`src/rtl/pmtc_map.svh`:
```
// register map, field positions, reset values and timing figures
`ifndef PMTC_MAP_SVH
`define PMTC_MAP_SVH
`define PMTC_ADDR_INT_CFG     8'h02
`define PMTC_ADDR_PU_HI       8'h10
`define PMTC_ADDR_PU_LO       8'h11
`define PMTC_ADDR_PL_HI       8'h12
`define PMTC_ADDR_PL_LO       8'h13
`define PMTC_ADDR_FILT        8'h14
`define PMTC_ADDR_PCFG        8'h15
`define PMTC_ADDR_PINTV       8'h16
`define PMTC_ADDR_PCTL        8'h17
`define PMTC_ADDR_LU_HI       8'h20
`define PMTC_ADDR_LU_LO       8'h21
`define PMTC_ADDR_LL_HI       8'h22
`define PMTC_ADDR_LL_LO       8'h23
`define PMTC_ADDR_LCFG        8'h25
`define PMTC_ADDR_STATUS      8'h40
`define PMTC_ADDR_PRES_HI     8'h41
`define PMTC_ADDR_PRES_LO     8'h42
`define PMTC_ADDR_LRES_HI     8'h43
`define PMTC_ADDR_LRES_LO     8'h44
`define PMTC_RST_UPPER        8'hff
`define PMTC_RST_LOWER        8'h00
`define PMTC_RST_FILT         8'h11
`define PMTC_RST_INTEG        2'h1
`define PMTC_RST_INTV         8'h0a
`define PMTC_RST_AUTO_CLEAR   1'b1
`define PMTC_BIT_HYST_EN      5
`define PMTC_BIT_HYST_TRIG    4
`define PMTC_BIT_AUTO_CLEAR   1
`define PMTC_BIT_POLARITY     0
`define PMTC_BIT_REPEAT       1
`define PMTC_BIT_SHOT         0
`define PMTC_CLK_NS           40
`define PMTC_PULSE_NS         1500
`define PMTC_INTEG_BASE_NS    150000
`define PMTC_INTERVAL_UNIT_MS 5
`define PMTC_NS_PER_MS        1000000
`define PMTC_DEV_ADDR         7'h2a
`endif

```
`src/rtl/pmtc_pkg.sv`:
```
// types shared by the proximity threshold controller
package pmtc_pkg;
	typedef enum logic [3:0] {
		PMTC_IDLE  = 4'b0001,
		PMTC_INTEG = 4'b0010,
		PMTC_CONV  = 4'b0100,
		PMTC_WAIT  = 4'b1000
	} pmtc_mstate_t;

	typedef enum logic [8:0] {
		PMTC_I_IDLE  = 9'b0_0000_0001,
		PMTC_I_ADDR  = 9'b0_0000_0010,
		PMTC_I_AACK  = 9'b0_0000_0100,
		PMTC_I_REG   = 9'b0_0000_1000,
		PMTC_I_RACK  = 9'b0_0001_0000,
		PMTC_I_WDAT  = 9'b0_0010_0000,
		PMTC_I_WACK  = 9'b0_0100_0000,
		PMTC_I_RDAT  = 9'b0_1000_0000,
		PMTC_I_MACK  = 9'b1_0000_0000
	} pmtc_istate_t;

	typedef struct packed {
		logic       wr;
		logic       rd;
		logic [7:0] addr;
		logic [7:0] wdata;
	} pmtc_regreq_t;

	typedef struct packed {
		logic [2:0]   scl_sync;
		logic [2:0]   sda_sync;
		pmtc_istate_t st;
		logic [3:0]   cnt;
		logic [7:0]   sh;
		logic [7:0]   ptr;
		logic         rnw;
		logic         nack;
		logic         drive;
		pmtc_regreq_t req;
	} pmtc_i2c_state_t;
endpackage : pmtc_pkg

```
`src/rtl/pmtc_i2c_slave.sv`:
```
// serial register port: byte-wide register access behind an open-drain data pin
`timescale 1ns/1ns
`include "pmtc_map.svh"
module pmtc_i2c_slave
	import pmtc_pkg::*;
#(
	parameter logic [6:0] DEV_ADDR = `PMTC_DEV_ADDR // arbitrary value
) (
	// clock and reset
	input  wire logic         clk,
	input  wire logic         srst,
	// bus pins
	input  wire logic         scl_in,
	input  wire logic         sda_in,
	output logic              sda_drive,
	// register side
	input  wire logic [7:0]   rdata,
	output pmtc_regreq_t      req
);
	pmtc_i2c_state_t s_ff;
	pmtc_i2c_state_t nxt_s;
	logic            scl_rise;
	logic            scl_fall;
	logic            start_c;
	logic            stop_c;

	assign sda_drive = s_ff.drive;
	assign req       = s_ff.req;

	always_comb begin
		// only the second and third stages are looked at
		scl_rise = s_ff.scl_sync[1] & ~s_ff.scl_sync[2];
		scl_fall = ~s_ff.scl_sync[1] & s_ff.scl_sync[2];
		start_c  = s_ff.scl_sync[2] & s_ff.scl_sync[1] & ~s_ff.sda_sync[1] & s_ff.sda_sync[2];
		stop_c   = s_ff.scl_sync[2] & s_ff.scl_sync[1] & s_ff.sda_sync[1] & ~s_ff.sda_sync[2];
		nxt_s = s_ff;
		nxt_s.scl_sync = {s_ff.scl_sync[1:0], scl_in};
		nxt_s.sda_sync = {s_ff.sda_sync[1:0], sda_in};
		nxt_s.req.wr = 1'b0;
		nxt_s.req.rd = 1'b0;
		// address trails the pointer so the read mux is settled at the shift-out edge
		nxt_s.req.addr = s_ff.ptr;
		if (start_c) begin
			nxt_s.st    = PMTC_I_ADDR;
			nxt_s.cnt   = 4'h0;
			nxt_s.drive = 1'b0;
		end else if (stop_c) begin
			nxt_s.st    = PMTC_I_IDLE;
			nxt_s.drive = 1'b0;
		end else if (scl_rise) begin
			if (s_ff.st == PMTC_I_MACK) begin
				nxt_s.nack = s_ff.sda_sync[2];
			end else if (s_ff.st != PMTC_I_RDAT && s_ff.cnt != 4'h8) begin
				nxt_s.sh  = {s_ff.sh[6:0], s_ff.sda_sync[2]};
				nxt_s.cnt = s_ff.cnt + 4'h1;
			end
		end else if (scl_fall) begin
			case (s_ff.st)
				PMTC_I_ADDR: begin
					if (s_ff.cnt == 4'h8) begin
						nxt_s.cnt = 4'h0;
						if (s_ff.sh[7:1] == DEV_ADDR) begin
							nxt_s.rnw   = s_ff.sh[0];
							nxt_s.drive = 1'b1;
							nxt_s.st    = PMTC_I_AACK;
						end else begin
							nxt_s.st = PMTC_I_IDLE;
						end
					end
				end
				PMTC_I_REG, PMTC_I_WDAT: begin
					if (s_ff.cnt == 4'h8) begin
						nxt_s.cnt   = 4'h0;
						nxt_s.drive = 1'b1;
						if (s_ff.st == PMTC_I_REG) begin
							nxt_s.ptr = s_ff.sh;
							nxt_s.st  = PMTC_I_RACK;
						end else begin
							nxt_s.req.wr    = 1'b1;
							nxt_s.req.addr  = s_ff.ptr;
							nxt_s.req.wdata = s_ff.sh;
							nxt_s.st        = PMTC_I_WACK;
						end
					end
				end
				PMTC_I_RACK: begin
					// the acknowledge clock was counted as a data bit, drop it
					nxt_s.cnt   = 4'h0;
					nxt_s.drive = 1'b0;
					nxt_s.st    = PMTC_I_WDAT;
				end
				PMTC_I_WACK: begin
					nxt_s.cnt   = 4'h0;
					nxt_s.drive = 1'b0;
					nxt_s.ptr   = s_ff.ptr + 8'h01;
					nxt_s.st    = PMTC_I_WDAT;
				end
				PMTC_I_AACK, PMTC_I_MACK: begin
					if (s_ff.st == PMTC_I_AACK && !s_ff.rnw) begin
						nxt_s.drive = 1'b0;
						nxt_s.cnt   = 4'h0;
						nxt_s.st    = PMTC_I_REG;
					end else if (s_ff.st == PMTC_I_MACK && s_ff.nack) begin
						nxt_s.drive = 1'b0;
						nxt_s.st    = PMTC_I_IDLE;
					end else begin
						// byte is taken from the register file at the moment it goes out
						nxt_s.sh       = rdata;
						nxt_s.drive    = ~rdata[7];
						nxt_s.req.rd   = 1'b1;
						nxt_s.req.addr = s_ff.ptr;
						nxt_s.ptr      = s_ff.ptr + 8'h01;
						nxt_s.cnt      = 4'h1;
						nxt_s.st       = PMTC_I_RDAT;
					end
				end
				PMTC_I_RDAT: begin
					if (s_ff.cnt == 4'h8) begin
						nxt_s.drive = 1'b0;
						nxt_s.st    = PMTC_I_MACK;
					end else begin
						nxt_s.sh    = {s_ff.sh[6:0], 1'b0};
						nxt_s.drive = ~s_ff.sh[6];
						nxt_s.cnt   = s_ff.cnt + 4'h1;
					end
				end
				default: begin
					nxt_s.drive = 1'b0;
				end
			endcase
		end
	end

	always_ff @(posedge clk) begin
		if (srst) begin
			s_ff <= '{scl_sync: 3'h7, sda_sync: 3'h7, st: PMTC_I_IDLE, cnt: 4'h0, sh: 8'h00,
				ptr: 8'h00, rnw: 1'b0, nack: 1'b0, drive: 1'b0,
				req: '{wr: 1'b0, rd: 1'b0, addr: 8'h00, wdata: 8'h00}};
		end else begin
			s_ff <= nxt_s;
		end
	end
endmodule : pmtc_i2c_slave

```
`src/rtl/pmtc_ctrl.sv`:
```
// proximity measurement sequencing, threshold decision and interrupt pin
`timescale 1ns/1ns
`include "pmtc_map.svh"
// Function
// - upper prox threshold bytes, high first, reset ones
// - lower prox threshold bytes, high first, reset zero
// - prox interrupt needs M of last N
// - filter N high nibble, M low, default one
// - zero M or N acts as one
// - integration counts LED pulses of 1.5 us
// - integration code selects 150..1200 us, default 300
// - config bit5 hysteresis enable, bit4 trigger select
// - light trigger high: set above, clear below
// - light trigger low: set below, clear above
// - hysteresis only with automatic pin update
// - light outside window raises interrupt per config
// - interval value times 5 ms, zero 5 ms
// - repeat bit runs measurements at interval
// - single shot bit self-clears on completion
// - sensing powered down after every measurement
// - upper light threshold bytes, reset ones
// - light results compared with both thresholds
// - prox hysteresis mirrors light behaviour
// - latched interrupt cleared by status read
// - auto mode re-evaluates pin every measurement
// - polarity bit zero low, one high
module pmtc_ctrl
	import pmtc_pkg::*;
#(
	parameter int         INTERVAL_UNIT_CYCLES =
		`PMTC_INTERVAL_UNIT_MS * (`PMTC_NS_PER_MS / `PMTC_CLK_NS),
	parameter int         FILTER_DEPTH         = 15,
	parameter logic [6:0] DEV_ADDR             = `PMTC_DEV_ADDR // arbitrary value
) (
	// clock and reset
	input  wire logic        clk,
	input  wire logic        srst,
	// serial register pins, open drain data
	input  wire logic        scl_in,
	input  wire logic        sda_in,
	output logic             sda_out,
	output logic             sda_oe_n,
	// interrupt pin
	output logic             int_pin,
	// proximity front end
	output logic             led_pulse,
	output logic             prox_sense_power,
	input  wire logic        prox_result_valid,
	input  wire logic [15:0] prox_result,
	// light channel results
	input  wire logic        light_result_valid,
	input  wire logic [15:0] light_result
);
	localparam logic [10:0] CLK_NS      = 11'(`PMTC_CLK_NS);
	localparam logic [10:0] PULSE_NS    = 11'(`PMTC_PULSE_NS);
	localparam logic [10:0] BASE_PULSES = 11'(`PMTC_INTEG_BASE_NS / `PMTC_PULSE_NS);
	localparam logic [23:0] UNIT_LAST   = 24'(INTERVAL_UNIT_CYCLES - 1);

	typedef struct packed {
		logic [7:0]              pu_hi;
		logic [7:0]              pu_lo;
		logic [7:0]              pl_hi;
		logic [7:0]              pl_lo;
		logic [7:0]              filt;
		logic                    p_hyst;
		logic                    p_trig;
		logic [1:0]              p_integ;
		logic [7:0]              intv;
		logic                    repeat_run;
		logic                    single_shot;
		logic [7:0]              lu_hi;
		logic [7:0]              lu_lo;
		logic [7:0]              ll_hi;
		logic [7:0]              ll_lo;
		logic                    l_hyst;
		logic                    l_trig;
		logic                    auto_clear;
		logic                    polarity;
		logic [3:0]              flags;
		logic [15:0]             p_res;
		logic [15:0]             l_res;
		logic [FILTER_DEPTH-1:0] hist;
		pmtc_mstate_t            mst;
		logic [10:0]             acc;
		logic [10:0]             pulses;
		logic [23:0]             unit_cnt;
		logic [7:0]              wait_cnt;
		logic                    led_pulse;
		logic                    sense_power;
		logic                    int_pin;
	} pmtc_ctrl_state_t;

	pmtc_ctrl_state_t s_ff;
	pmtc_ctrl_state_t nxt_s;
	pmtc_regreq_t     req;
	logic             drive;
	logic [7:0]       rdata;
	logic             sda_oe_n_ff;
	logic             sda_out_ff;
	logic             int_active;
	logic             status_rd;
	logic [1:0]       p_flags;
	logic [1:0]       l_flags;
	logic [FILTER_DEPTH-1:0] hist_new;
	logic             p_out;

	// one flag pair for a channel; cur must already hold any read clear
	function automatic logic [1:0] pmtc_eval(input logic [15:0] res, input logic [15:0] up,
		input logic [15:0] lo, input logic hyst, input logic trig, input logic autoc,
		input logic pass, input logic [1:0] cur);
		logic       above;
		logic       below;
		logic [1:0] r;
		above = res > up;
		below = res < lo;
		r = cur;
		if (!autoc) begin
			r = cur | {above & pass, below & pass};
		end else if (!hyst) begin
			r = {above & pass, below & pass};
		end else if (trig) begin
			r[0] = 1'b0;
			if (above & pass) begin
				r[1] = 1'b1;
			end else if (below) begin
				r[1] = 1'b0;
			end
		end else begin
			r[1] = 1'b0;
			if (below & pass) begin
				r[0] = 1'b1;
			end else if (above) begin
				r[0] = 1'b0;
			end
		end
		return r;
	endfunction : pmtc_eval

	// at least M of the newest N history bits set
	function automatic logic pmtc_filter_pass(input logic [FILTER_DEPTH-1:0] h,
		input logic [3:0] n_raw, input logic [3:0] m_raw);
		logic [3:0] n;
		logic [3:0] m;
		logic [4:0] hits;
		n = (n_raw == 4'h0) ? 4'h1 : n_raw;
		m = (m_raw == 4'h0) ? 4'h1 : m_raw;
		hits = 5'h00;
		for (int i = 0; i < FILTER_DEPTH; i++) begin
			if (i < int'(n) && h[i]) begin
				hits = hits + 5'h01;
			end
		end
		return hits >= {1'b0, m};
	endfunction : pmtc_filter_pass

	pmtc_i2c_slave #(
		.DEV_ADDR (DEV_ADDR)
	) i_pmtc_i2c_slave (
		.clk       (clk),
		.srst      (srst),
		.scl_in    (scl_in),
		.sda_in    (sda_in),
		.sda_drive (drive),
		.rdata     (rdata),
		.req       (req)
	);

	assign int_pin          = s_ff.int_pin;
	assign led_pulse        = s_ff.led_pulse;
	assign prox_sense_power = s_ff.sense_power;
	assign sda_oe_n         = sda_oe_n_ff;
	assign sda_out          = sda_out_ff;
	assign int_active       = |s_ff.flags;

	always_comb begin
		rdata = 8'h00;
		if (req.addr == `PMTC_ADDR_INT_CFG) begin
			rdata = {6'h00, s_ff.auto_clear, s_ff.polarity};
		end else if (req.addr == `PMTC_ADDR_PU_HI) begin
			rdata = s_ff.pu_hi;
		end else if (req.addr == `PMTC_ADDR_PU_LO) begin
			rdata = s_ff.pu_lo;
		end else if (req.addr == `PMTC_ADDR_PL_HI) begin
			rdata = s_ff.pl_hi;
		end else if (req.addr == `PMTC_ADDR_PL_LO) begin
			rdata = s_ff.pl_lo;
		end else if (req.addr == `PMTC_ADDR_FILT) begin
			rdata = s_ff.filt;
		end else if (req.addr == `PMTC_ADDR_PCFG) begin
			rdata = {2'h0, s_ff.p_hyst, s_ff.p_trig, 2'h0, s_ff.p_integ};
		end else if (req.addr == `PMTC_ADDR_PINTV) begin
			rdata = s_ff.intv;
		end else if (req.addr == `PMTC_ADDR_PCTL) begin
			rdata = {6'h00, s_ff.repeat_run, s_ff.single_shot};
		end else if (req.addr == `PMTC_ADDR_LU_HI) begin
			rdata = s_ff.lu_hi;
		end else if (req.addr == `PMTC_ADDR_LU_LO) begin
			rdata = s_ff.lu_lo;
		end else if (req.addr == `PMTC_ADDR_LL_HI) begin
			rdata = s_ff.ll_hi;
		end else if (req.addr == `PMTC_ADDR_LL_LO) begin
			rdata = s_ff.ll_lo;
		end else if (req.addr == `PMTC_ADDR_LCFG) begin
			rdata = {2'h0, s_ff.l_hyst, s_ff.l_trig, 4'h0};
		end else if (req.addr == `PMTC_ADDR_STATUS) begin
			rdata = {3'h0, int_active, s_ff.flags};
		end else if (req.addr == `PMTC_ADDR_PRES_HI) begin
			rdata = s_ff.p_res[15:8];
		end else if (req.addr == `PMTC_ADDR_PRES_LO) begin
			rdata = s_ff.p_res[7:0];
		end else if (req.addr == `PMTC_ADDR_LRES_HI) begin
			rdata = s_ff.l_res[15:8];
		end else if (req.addr == `PMTC_ADDR_LRES_LO) begin
			rdata = s_ff.l_res[7:0];
		end
	end

	always_comb begin
		nxt_s = s_ff;
		nxt_s.led_pulse = 1'b0;
		status_rd = req.rd && (req.addr == `PMTC_ADDR_STATUS) && !s_ff.auto_clear;
		if (status_rd) begin
			nxt_s.flags = 4'h0;
		end
		p_out    = (prox_result > {s_ff.pu_hi, s_ff.pu_lo}) ||
			(prox_result < {s_ff.pl_hi, s_ff.pl_lo});
		hist_new = {s_ff.hist[FILTER_DEPTH-2:0], p_out};
		p_flags  = pmtc_eval(prox_result, {s_ff.pu_hi, s_ff.pu_lo}, {s_ff.pl_hi, s_ff.pl_lo},
			s_ff.p_hyst, s_ff.p_trig, s_ff.auto_clear,
			pmtc_filter_pass(hist_new, s_ff.filt[7:4], s_ff.filt[3:0]), nxt_s.flags[1:0]);
		l_flags  = pmtc_eval(light_result, {s_ff.lu_hi, s_ff.lu_lo}, {s_ff.ll_hi, s_ff.ll_lo},
			s_ff.l_hyst, s_ff.l_trig, s_ff.auto_clear, 1'b1, nxt_s.flags[3:2]);
		if (req.wr) begin
			if (req.addr == `PMTC_ADDR_INT_CFG) begin
				nxt_s.auto_clear = req.wdata[`PMTC_BIT_AUTO_CLEAR];
				nxt_s.polarity   = req.wdata[`PMTC_BIT_POLARITY];
			end else if (req.addr == `PMTC_ADDR_PU_HI) begin
				nxt_s.pu_hi = req.wdata;
			end else if (req.addr == `PMTC_ADDR_PU_LO) begin
				nxt_s.pu_lo = req.wdata;
			end else if (req.addr == `PMTC_ADDR_PL_HI) begin
				nxt_s.pl_hi = req.wdata;
			end else if (req.addr == `PMTC_ADDR_PL_LO) begin
				nxt_s.pl_lo = req.wdata;
			end else if (req.addr == `PMTC_ADDR_FILT) begin
				nxt_s.filt = req.wdata;
			end else if (req.addr == `PMTC_ADDR_PCFG) begin
				nxt_s.p_hyst  = req.wdata[`PMTC_BIT_HYST_EN];
				nxt_s.p_trig  = req.wdata[`PMTC_BIT_HYST_TRIG];
				nxt_s.p_integ = req.wdata[1:0];
			end else if (req.addr == `PMTC_ADDR_PINTV) begin
				nxt_s.intv = req.wdata;
			end else if (req.addr == `PMTC_ADDR_PCTL) begin
				nxt_s.repeat_run  = req.wdata[`PMTC_BIT_REPEAT];
				nxt_s.single_shot = req.wdata[`PMTC_BIT_SHOT] | s_ff.single_shot;
			end else if (req.addr == `PMTC_ADDR_LU_HI) begin
				nxt_s.lu_hi = req.wdata;
			end else if (req.addr == `PMTC_ADDR_LU_LO) begin
				nxt_s.lu_lo = req.wdata;
			end else if (req.addr == `PMTC_ADDR_LL_HI) begin
				nxt_s.ll_hi = req.wdata;
			end else if (req.addr == `PMTC_ADDR_LL_LO) begin
				nxt_s.ll_lo = req.wdata;
			end else if (req.addr == `PMTC_ADDR_LCFG) begin
				nxt_s.l_hyst = req.wdata[`PMTC_BIT_HYST_EN];
				nxt_s.l_trig = req.wdata[`PMTC_BIT_HYST_TRIG];
			end
		end
		if (light_result_valid) begin
			nxt_s.l_res       = light_result;
			nxt_s.flags[3:2]  = l_flags;
		end
		case (s_ff.mst)
			PMTC_IDLE: begin
				if (s_ff.single_shot || s_ff.repeat_run) begin
					nxt_s.mst         = PMTC_INTEG;
					nxt_s.sense_power = 1'b1;
					nxt_s.acc         = 11'h000;
					nxt_s.pulses      = BASE_PULSES << s_ff.p_integ;
				end
			end
			PMTC_INTEG: begin
				// fractional accumulator keeps the mean pulse period exact off a 40 ns clock
				if (s_ff.acc + CLK_NS >= PULSE_NS) begin
					nxt_s.acc       = s_ff.acc + CLK_NS - PULSE_NS;
					nxt_s.led_pulse = 1'b1;
					nxt_s.pulses    = s_ff.pulses - 11'h001;
					if (s_ff.pulses == 11'h001) begin
						nxt_s.mst = PMTC_CONV;
					end
				end else begin
					nxt_s.acc = s_ff.acc + CLK_NS;
				end
			end
			PMTC_CONV: begin
				if (prox_result_valid) begin
					nxt_s.p_res       = prox_result;
					nxt_s.hist        = hist_new;
					nxt_s.flags[1:0]  = p_flags;
					nxt_s.sense_power = 1'b0;
					nxt_s.single_shot = 1'b0;
					nxt_s.unit_cnt    = 24'h00_0000;
					nxt_s.wait_cnt    = (s_ff.intv == 8'h00) ? 8'h01 : s_ff.intv;
					nxt_s.mst         = s_ff.repeat_run ? PMTC_WAIT : PMTC_IDLE;
				end
			end
			PMTC_WAIT: begin
				if (!s_ff.repeat_run) begin
					nxt_s.mst = PMTC_IDLE;
				end else if (s_ff.unit_cnt == UNIT_LAST) begin
					nxt_s.unit_cnt = 24'h00_0000;
					nxt_s.wait_cnt = s_ff.wait_cnt - 8'h01;
					if (s_ff.wait_cnt == 8'h01) begin
						nxt_s.mst = PMTC_IDLE;
					end
				end else begin
					nxt_s.unit_cnt = s_ff.unit_cnt + 24'h00_0001;
				end
			end
			default: begin
				nxt_s.mst = PMTC_IDLE;
			end
		endcase
		nxt_s.int_pin = s_ff.polarity ? int_active : ~int_active;
	end

	always_ff @(posedge clk) begin
		if (srst) begin
			s_ff <= '{pu_hi: `PMTC_RST_UPPER, pu_lo: `PMTC_RST_UPPER,
				pl_hi: `PMTC_RST_LOWER, pl_lo: `PMTC_RST_LOWER,
				filt: `PMTC_RST_FILT, p_hyst: 1'b0, p_trig: 1'b0, p_integ: `PMTC_RST_INTEG,
				intv: `PMTC_RST_INTV, repeat_run: 1'b0, single_shot: 1'b0,
				lu_hi: `PMTC_RST_UPPER, lu_lo: `PMTC_RST_UPPER,
				ll_hi: `PMTC_RST_LOWER, ll_lo: `PMTC_RST_LOWER, l_hyst: 1'b0, l_trig: 1'b0,
				auto_clear: `PMTC_RST_AUTO_CLEAR, polarity: 1'b0, flags: 4'h0,
				p_res: 16'h0000, l_res: 16'h0000, hist: '0, mst: PMTC_IDLE,
				acc: 11'h000, pulses: 11'h000, unit_cnt: 24'h00_0000, wait_cnt: 8'h00,
				led_pulse: 1'b0, sense_power: 1'b0, int_pin: 1'b1};
			sda_oe_n_ff <= 1'b1;
			sda_out_ff  <= 1'b0;
		end else begin
			s_ff        <= nxt_s;
			sda_oe_n_ff <= ~drive;
			sda_out_ff  <= 1'b0;
		end
	end
endmodule : pmtc_ctrl

```
`config.mk`:
```
export PLATFORM = sky130hd
export DESIGN_NAME = pmtc_ctrl
export DESIGN_NICKNAME = d
export VERILOG_FILES = /design/src/rtl/pmtc_pkg.sv /design/src/rtl/pmtc_i2c_slave.sv /design/src/rtl/pmtc_ctrl.sv
export VERILOG_INCLUDE_DIRS = /design/src /design/src/rtl
export SDC_FILE = /design/constraint.sdc
export NUM_CORES = 1
export LEC_CHECK = 0
export BUFFER_PORTS_ARGS = -buffer_cell sky130_fd_sc_hd__buf_2
export CELL_PAD_IN_SITES_DETAIL_PLACEMENT = 0
export CELL_PAD_IN_SITES_GLOBAL_PLACEMENT = 1
export CORE_MARGIN = 3
export CORE_UTILIZATION = 30
export DETAILED_ROUTE_END_ITERATION = 7
export PLACE_DENSITY = 0.63
export SLEW_MARGIN = 20
export SYNTH_ARGS = -nofsm -noshare
export SYNTH_HDL_FRONTEND = slang
export SYNTH_SLANG_ARGS = --single-unit
```
`constraint.sdc`:
```
create_clock -name clk -period 21.3 [get_ports clk]
set_input_delay 4.26 -clock clk [delete_from_list [all_inputs] [get_ports clk]]
set_output_delay 4.26 -clock clk [all_outputs]
set_load 0.05 [all_outputs]
```
Yosys cells after proc, flatten, opt, wreduce, memory -nomap -nowiden
Index checks and enable logic that the tools add are counted.
Operators by class
  reduce and logical (&&, ||, !) cells: 76
  shift operators: 1
  order comparisons: 21
  bitwise gates (word level): 42
  add/sub/neg operators: 21
  equality and inequality tests: 65
  multiplexer cells: 151
Operator list (count)
  35-bit 2-to-1 mux: 8
  8-bit 2-to-1 mux: 31
  20-bit 2-to-1 mux: 5
  16-bit 2-to-1 mux: 5
  5-bit by 1-bit adder with 5-bit output (second input constant): 14
  5-bit 2-to-1 mux: 14
  13-bit case mux with 5 select lines: 1
  8-bit by 5-bit equality test with 1-bit output (second input constant): 8
  32-bit 2-to-1 mux: 2
  32-bit case mux with 2 select lines: 1
  18-bit 2-to-1 mux: 3
  26-bit 2-to-1 mux: 2
  12-bit 2-to-1 mux: 4
  22-bit case mux with 2 select lines: 1
  8-bit by 6-bit equality test with 1-bit output (second input constant): 5
  8-bit by 7-bit equality test with 1-bit output (second input constant): 5
  4-bit 2-to-1 mux: 10
  13-bit 2-to-1 mux: 3
  37-bit 2-to-1 mux: 1
  9-bit 2-to-1 mux: 4
  9-bit AND reduction: 4
  34-bit 2-to-1 mux: 1
  16-bit > comparator: 2
  16-bit less-than comparator: 2
  other kinds (88): 241
Storage, ports and cells
  logic and storage cells: 423
  bits in registers: 258
  output and inout port bits: 5

Logic depth before layout (Yosys ltp)
  depth in word-level cells: 41
  mapped depth: 58
  mapped depth without buffers: 58

Modules after synthesis
Synthesis repeated with hierarchy kept, for this count alone.
Second synthesis, totals
  cells, all modules: 1982
  area, all modules: 16022.9 sq um
Modules (own cells, without submodules)
  pmtc_ctrl: area an instance 12991.2 sq um, times used 1, cells an instance 1632, sequential area each 4003.8 sq um
  pmtc_i2c_slave: area an instance 3031.7 sq um, times used 1, cells an instance 350, sequential area each 1121.1 sq um

Least setup slack after synthesis
No wires, ideal clock.
  kind: input to register
  start: input prox_result[1]
  end: register s_ff[109] in the netlist's numbering
  library setup time: 0.116 ns
  buffers on the path: 0
  stages on the path: 57
  path slack: 7.136 ns
  data arrival time: 14.048 ns
  path through: ha_1 -> nor2b_1 -> o21a_1 -> o21a_1 -> o21a_1 -> o21a_1 -> o21a_1 -> o21a_1 -> o21ai_0 -> a21oi_1 -> o21ai_0 -> o21a_1 -> inv_1 -> ha_1 -> inv_1 -> xnor2_1 -> ha_1 -> nand2_1 -> [21 not listed] -> xnor2_1 -> o21a_1 -> ha_1 -> o22ai_1 -> xnor2_1 -> o21ai_0 -> ha_1 -> nor2_1 -> a21oi_1 -> ha_1 -> mux2_2 -> ha_1 -> a21o_1 -> a21o_1 -> a21oi_1 -> nand3_1 -> mux2i_1 -> nor2_1
Between the ends
  longest elaborated chain between the ends: 40
RTL lines
  start: declaration: RTL line pmtc_ctrl.sv:49  | input wire logic [15:0] prox_result,
  16-bit > comparator or 16-bit less-than comparator (tied branches)
  1-bit logical OR: RTL line pmtc_ctrl.sv:225  | p_out = (prox_result > {s_ff.pu_hi, s_ff.pu_lo}) ||
  1-bit logical AND: RTL line pmtc_ctrl.sv:149  | if (i < int'(n) && h[i]) begin
  1-bit 2-to-1 mux: RTL line pmtc_ctrl.sv:149
  5-bit by 1-bit adder with 5-bit output: RTL line pmtc_ctrl.sv:150  | hits = hits + 5'h01;
  5-bit 2-to-1 mux: RTL line pmtc_ctrl.sv:149
  5-bit by 1-bit adder with 5-bit output: RTL line pmtc_ctrl.sv:150
  5-bit 2-to-1 mux: RTL line pmtc_ctrl.sv:149
  [24 not listed]
  5-bit by 4-bit >= comparator with 1-bit output: RTL line pmtc_ctrl.sv:153  | return hits >= {1'b0, m};
  1-bit bitwise AND: RTL line pmtc_ctrl.sv:118, pmtc_ctrl.sv:120, pmtc_ctrl.sv:123
  1-bit 2-to-1 mux: RTL line pmtc_ctrl.sv:123  | if (above & pass) begin
  2-bit 2-to-1 mux: RTL line pmtc_ctrl.sv:121  | end else if (trig) begin
  2-bit 2-to-1 mux: RTL line pmtc_ctrl.sv:119  | end else if (!hyst) begin
  2-bit 2-to-1 mux *: RTL line pmtc_ctrl.sv:117  | if (!autoc) begin
  18-bit 2-to-1 mux *: RTL line pmtc_ctrl.sv:296  | if (prox_result_valid) begin
  18-bit 2-to-1 mux *: RTL line pmtc_ctrl.sv:273  | case (s_ff.mst)
  end signal: assignment: RTL line pmtc_ctrl.sv:329  | s_ff <= '{pu_hi: `PMTC_RST_UPPER, pu_lo: `PMTC_RST_UPPER,
  end signal: assignment: RTL line pmtc_ctrl.sv:342  | s_ff <= nxt_s;
  end: declaration: RTL line pmtc_ctrl.sv:93  | pmtc_ctrl_state_t s_ff;
Every way passes the cells marked *; elsewhere a longest branch is shown, timed or not.
A chain may end at the register's enable or synchronous reset.

Worst setup path after layout
  start: input prox_result[1]
  end: register s_ff[108] in the netlist's numbering
Between the ends
  longest elaborated chain between the ends: 40
RTL lines
  16-bit > comparator or 16-bit less-than comparator (tied branches)
  1-bit logical OR: RTL line pmtc_ctrl.sv:225
  1-bit logical AND: RTL line pmtc_ctrl.sv:149
  1-bit 2-to-1 mux: RTL line pmtc_ctrl.sv:149
  5-bit by 1-bit adder with 5-bit output: RTL line pmtc_ctrl.sv:150
  5-bit 2-to-1 mux: RTL line pmtc_ctrl.sv:149
  5-bit by 1-bit adder with 5-bit output: RTL line pmtc_ctrl.sv:150
  5-bit 2-to-1 mux: RTL line pmtc_ctrl.sv:149
  [24 not listed]
  5-bit by 4-bit >= comparator with 1-bit output: RTL line pmtc_ctrl.sv:153
  1-bit bitwise AND: RTL line pmtc_ctrl.sv:118, pmtc_ctrl.sv:120, pmtc_ctrl.sv:130
  1-bit 2-to-1 mux: RTL line pmtc_ctrl.sv:130  | if (below & pass) begin
  2-bit 2-to-1 mux: RTL line pmtc_ctrl.sv:121
  2-bit 2-to-1 mux: RTL line pmtc_ctrl.sv:119
  2-bit 2-to-1 mux *: RTL line pmtc_ctrl.sv:117
  18-bit 2-to-1 mux *: RTL line pmtc_ctrl.sv:296
  18-bit 2-to-1 mux *: RTL line pmtc_ctrl.sv:273
Marked as above.

==> flow_metrics.tcl <==
set metrics [dict create \
    layout_worst_path_cycle_share_pct 71.4 \
    grt_pass1_vias 13255 \
    syn_inst 1925 \
    multi_input_area_mm2 0.00953 \
    hp-class "register to register" \
    area_growth_pct 13.2 \
    rsz0062_at_grt "no" \
    synthArstFlopShare_pct 0 \
    preCtsSetupSlack_ns 5.65 \
    crit_top_cell "ha_1" \
    grt.overflow.total 0 \
    vias 13858 \
    die_area_mm2 0.0540 \
    post-route-util_pct 34.5 \
    p_sw_w 0.000265 \
    post-route-drc-count 0 \
    drtPass1Iterations 5 \
    clock-sinks 256 \
    pwr_density_cell_mw_per_mm2 65.2 \
    tightest_slew_ns 1.11 \
    cp.required_ns 21.71 \
    syn_nets 2058 \
    drt_iter0_markers 986 \
    coreArea_mm2 0.0504 \
    cts_setup_buffers 0 \
    gp_congestion 0.915 \
    finClkSkew_ns 0.0370 \
    initial_core_util_pct 30.5 \
    crit_buf_inv 5 \
    routedWlPerCell_um 18.7 \
    fillers 5323 \
    fin_cells 2625 \
    grt_pass1_wl_um 77200 \
    startpoint_type "primary input" \
    setup_tns_ns 0 \
    cts_tree "yes" \
    portBuffers 41 \
    max_slew_margin_pct 25.9 \
    r2r-start "s_ff[187]" \
    post-route-min-period_ns 15.20 \
    cts_resized 0 \
    seq_power_share_pct 42.7 \
    antenna_found_initial 0 \
    layout.nets 2062 \
    endpoint "s_ff[108]" \
    final_max_slew_viol_count 0 \
    hold_viol 0 \
    setup_viol 0 \
    crit_fanout 4 \
    viasPerCell 5.28 \
    yosysSeqAreaShare_pct 33.3 \
    hold_buffers 0 \
    num_rows 82 \
    ys_ff_latch 256 \
    whs_ns 0.407 \
    crit_family "compound AO/OA/AOI/OAI gates" \
    synth.cell_area_mm2 0.0154 \
    leakagePower_nw 6.80 \
    ys_warn_count 0 \
    clkTransAtPathRegs_ns 0.06 \
    ant_nets 0 \
    dp_hpwl_um 35800 \
    clk_path_buf_depth 3 \
    track_usage_pct 18.0 \
    cp_slowest_cell "o21ai_0" \
    status "finished, final reports clean" \
    cp_num_cells 58 \
    drt_wl_total_um 49100 \
    swShare_pct 23.4 \
    endpoint_kind "register" \
    synth_area_per_cell_um2 7.99 \
    worst_slack_ns 6.10 \
    io-pin-count 43 \
    synth-edff-count 0 \
    reg2reg_slack_ns 9.51 \
    htree_levels 2 \
    fmax_mhz 65.8 \
    grt_max_degree 83 \
    power_frac_comb_pct 4.3 \
    cts_buffers 34 \
    r2r_cells 58 \
    critPathKind "primary input to register" \
    placedCellCount 2565 \
    synth_cell_types 82 \
    cts-root-buf "clkbuf_16" \
    crit_path_start "prox_result[1]" \
    clock_latency_ns 0.55 \
    crit_arrival_ns 15.61 \
    rr_endpoint "s_ff[108]" \
    die_y_um 232 \
    vdd_drop_max_mv 0.0442 \
    ys.flop_type "dfxtp_1" \
    die_w_um 232 \
    cap_viol_max_count 0 \
    p_int_w 0.000869 \
    regArea_mm2 0.00512 \
    cp_slowest_stage_delay_ns 0.56 \
    p_clk_share_pct 53.0 \
    antenna_cells 0 \
    final_layout_size_suffix_gt1_share_pct 8.04 \
]
-- how the worst min path moves through the flow --
stage,start,end,slack [ns],cells after the start
after detailed placement,i_pmtc_i2c_slave.nxt_s[54],i_pmtc_i2c_slave.nxt_s[55],0.39,1
after CTS,i_pmtc_i2c_slave.nxt_s[54],i_pmtc_i2c_slave.nxt_s[55],0.41,1
after floorplan,i_pmtc_i2c_slave.sda_drive,sda_oe_n,0.37,1
after global placement,i_pmtc_i2c_slave.nxt_s[54],i_pmtc_i2c_slave.nxt_s[55],0.40,1
final,i_pmtc_i2c_slave.nxt_s[54],i_pmtc_i2c_slave.nxt_s[55],0.41,1
after global routing,i_pmtc_i2c_slave.nxt_s[54],i_pmtc_i2c_slave.nxt_s[55],0.42,1
-- logic make-up (layout without fill, tap and decap cells) --
family | Yosys count | in the layout | share of synthesized area (%)
other | 1 | 1 | 0.0244
XOR/XNOR | 80 | 80 | 5.31
flip-flops | 256 | 256 | 33.3
adder cells (fa/ha/maj) | 95 | 95 | 7.73
buffers and inverters | 191 | 219 | 4.77
multiplexers | 100 | 100 | 6.53
AO/OA/AOI/OAI | 468 | 468 | 19.9
AND/OR/NAND/NOR | 734 | 734 | 22.4
-- per-stage QoR --
stage / power, W / instance area (µm²)
global placement: 0.000543 / 16200
finish: 0.00113 / 17400
CTS: 0.00115 / 17400
global route: 0.00118 / 17400
detailed placement: 0.000544 / 16200
floorplan: 0.000527 / 15400
-- layout by cell type, fill, tap and decap left out, types with 14 or more instances in the layout --
cell	instances
o21a_1	16
a21oi_1	143
a21o_1	29
buf_2	40
a22oi_1	24
nor2_1	254
and3_1	27
nor2b_1	19
xor2_1	26
nand2b_1	29
or3_1	14
nor3_1	46
clkbuf_16	34
o211ai_1	22
nor4_1	15
mux2i_1	98
a211oi_1	20
inv_1	97
buf_4	20
xnor2_1	43
nand3_1	51
ha_1	95
o21ai_0	87
and2_1	14
nand4_1	19
a211o_1	24
nand2_1	196
dfxtp_1	256
-- state kept, by name, indices dropped and copies added (netlist names) --
signal                      flops
sda_oe_n                        1
i_pmtc_i2c_slave.req           18
led_pulse                       1
prox_sense_power                1
i_pmtc_i2c_slave.sda_drive      1
i_pmtc_i2c_slave.s_ff          33
s_ff                          182
i_pmtc_i2c_slave.nxt_s          4
int_pin                         1
hist_new                       14
-- power groups by stage --
stage | combinational [W] | clock (W) | sequential (W)
floorplan | 0.0000326 | 0 | 0.000494
global placement | 0.0000481 | 0 | 0.000495
detailed placement | 0.0000490 | 0 | 0.000495
CTS | 0.0000493 | 0.000619 | 0.000485
global route | 0.0000550 | 0.000637 | 0.000485
finish | 0.0000488 | 0.000601 | 0.000485
-- layer usage --
metal	vias to the layer above	GRT usage (%)	part of all wire [%]
li1	6868	-	-
met1	6639	25.7	49
met2	283	28.3	44
met4	0	5.05	2.1
met3	68	2.58	4.4
met5	-	0	0
-- worst register-to-register path, delay by kind of cell (launching register included) --
family | cells | cell delay, ns
AO/OA/AOI/OAI | 22 | 4.70
XOR/XNOR | 4 | 0.63
adder cells (fa/ha/maj) | 12 | 3.48
buffers and inverters | 5 | 0.38
flip-flops | 1 | 0.39
multiplexers | 2 | 0.42
AND/OR/NAND/NOR | 13 | 1.67
-- synthesized netlist by cell type, drive strengths merged (27+ instances only) --
| cell | count | area, µm² |
|---|---|---|
| ha | 95 | 1190 |
| nor2 | 255 | 960 |
| xor2 | 30 | 293 |
| a21oi | 143 | 716 |
| a21o | 29 | 218 |
| nand2b | 29 | 181 |
| o21ai | 91 | 455 |
| dfxtp | 256 | 5120 |
| and3 | 27 | 169 |
| nand3 | 51 | 255 |
| inv | 97 | 364 |
| clkbuf | 82 | 308 |
| nand2 | 196 | 736 |
| mux2i | 98 | 981 |
| nor3 | 48 | 252 |
| xnor2 | 47 | 453 |
-- final cells by class --
class / count / area share, %
Tap cell: 672 / 4.83
Inverter: 98 / 2.11
Sequential cell: 256 / 29.5
Timing Repair Buffer: 61 / 2.08
Multi-Input combinational cell: 1478 / 54.8
Clock buffer: 41 / 5.27
Clock inverter: 19 / 1.45
No activity file was read; power rests on OpenSTA's default activity.
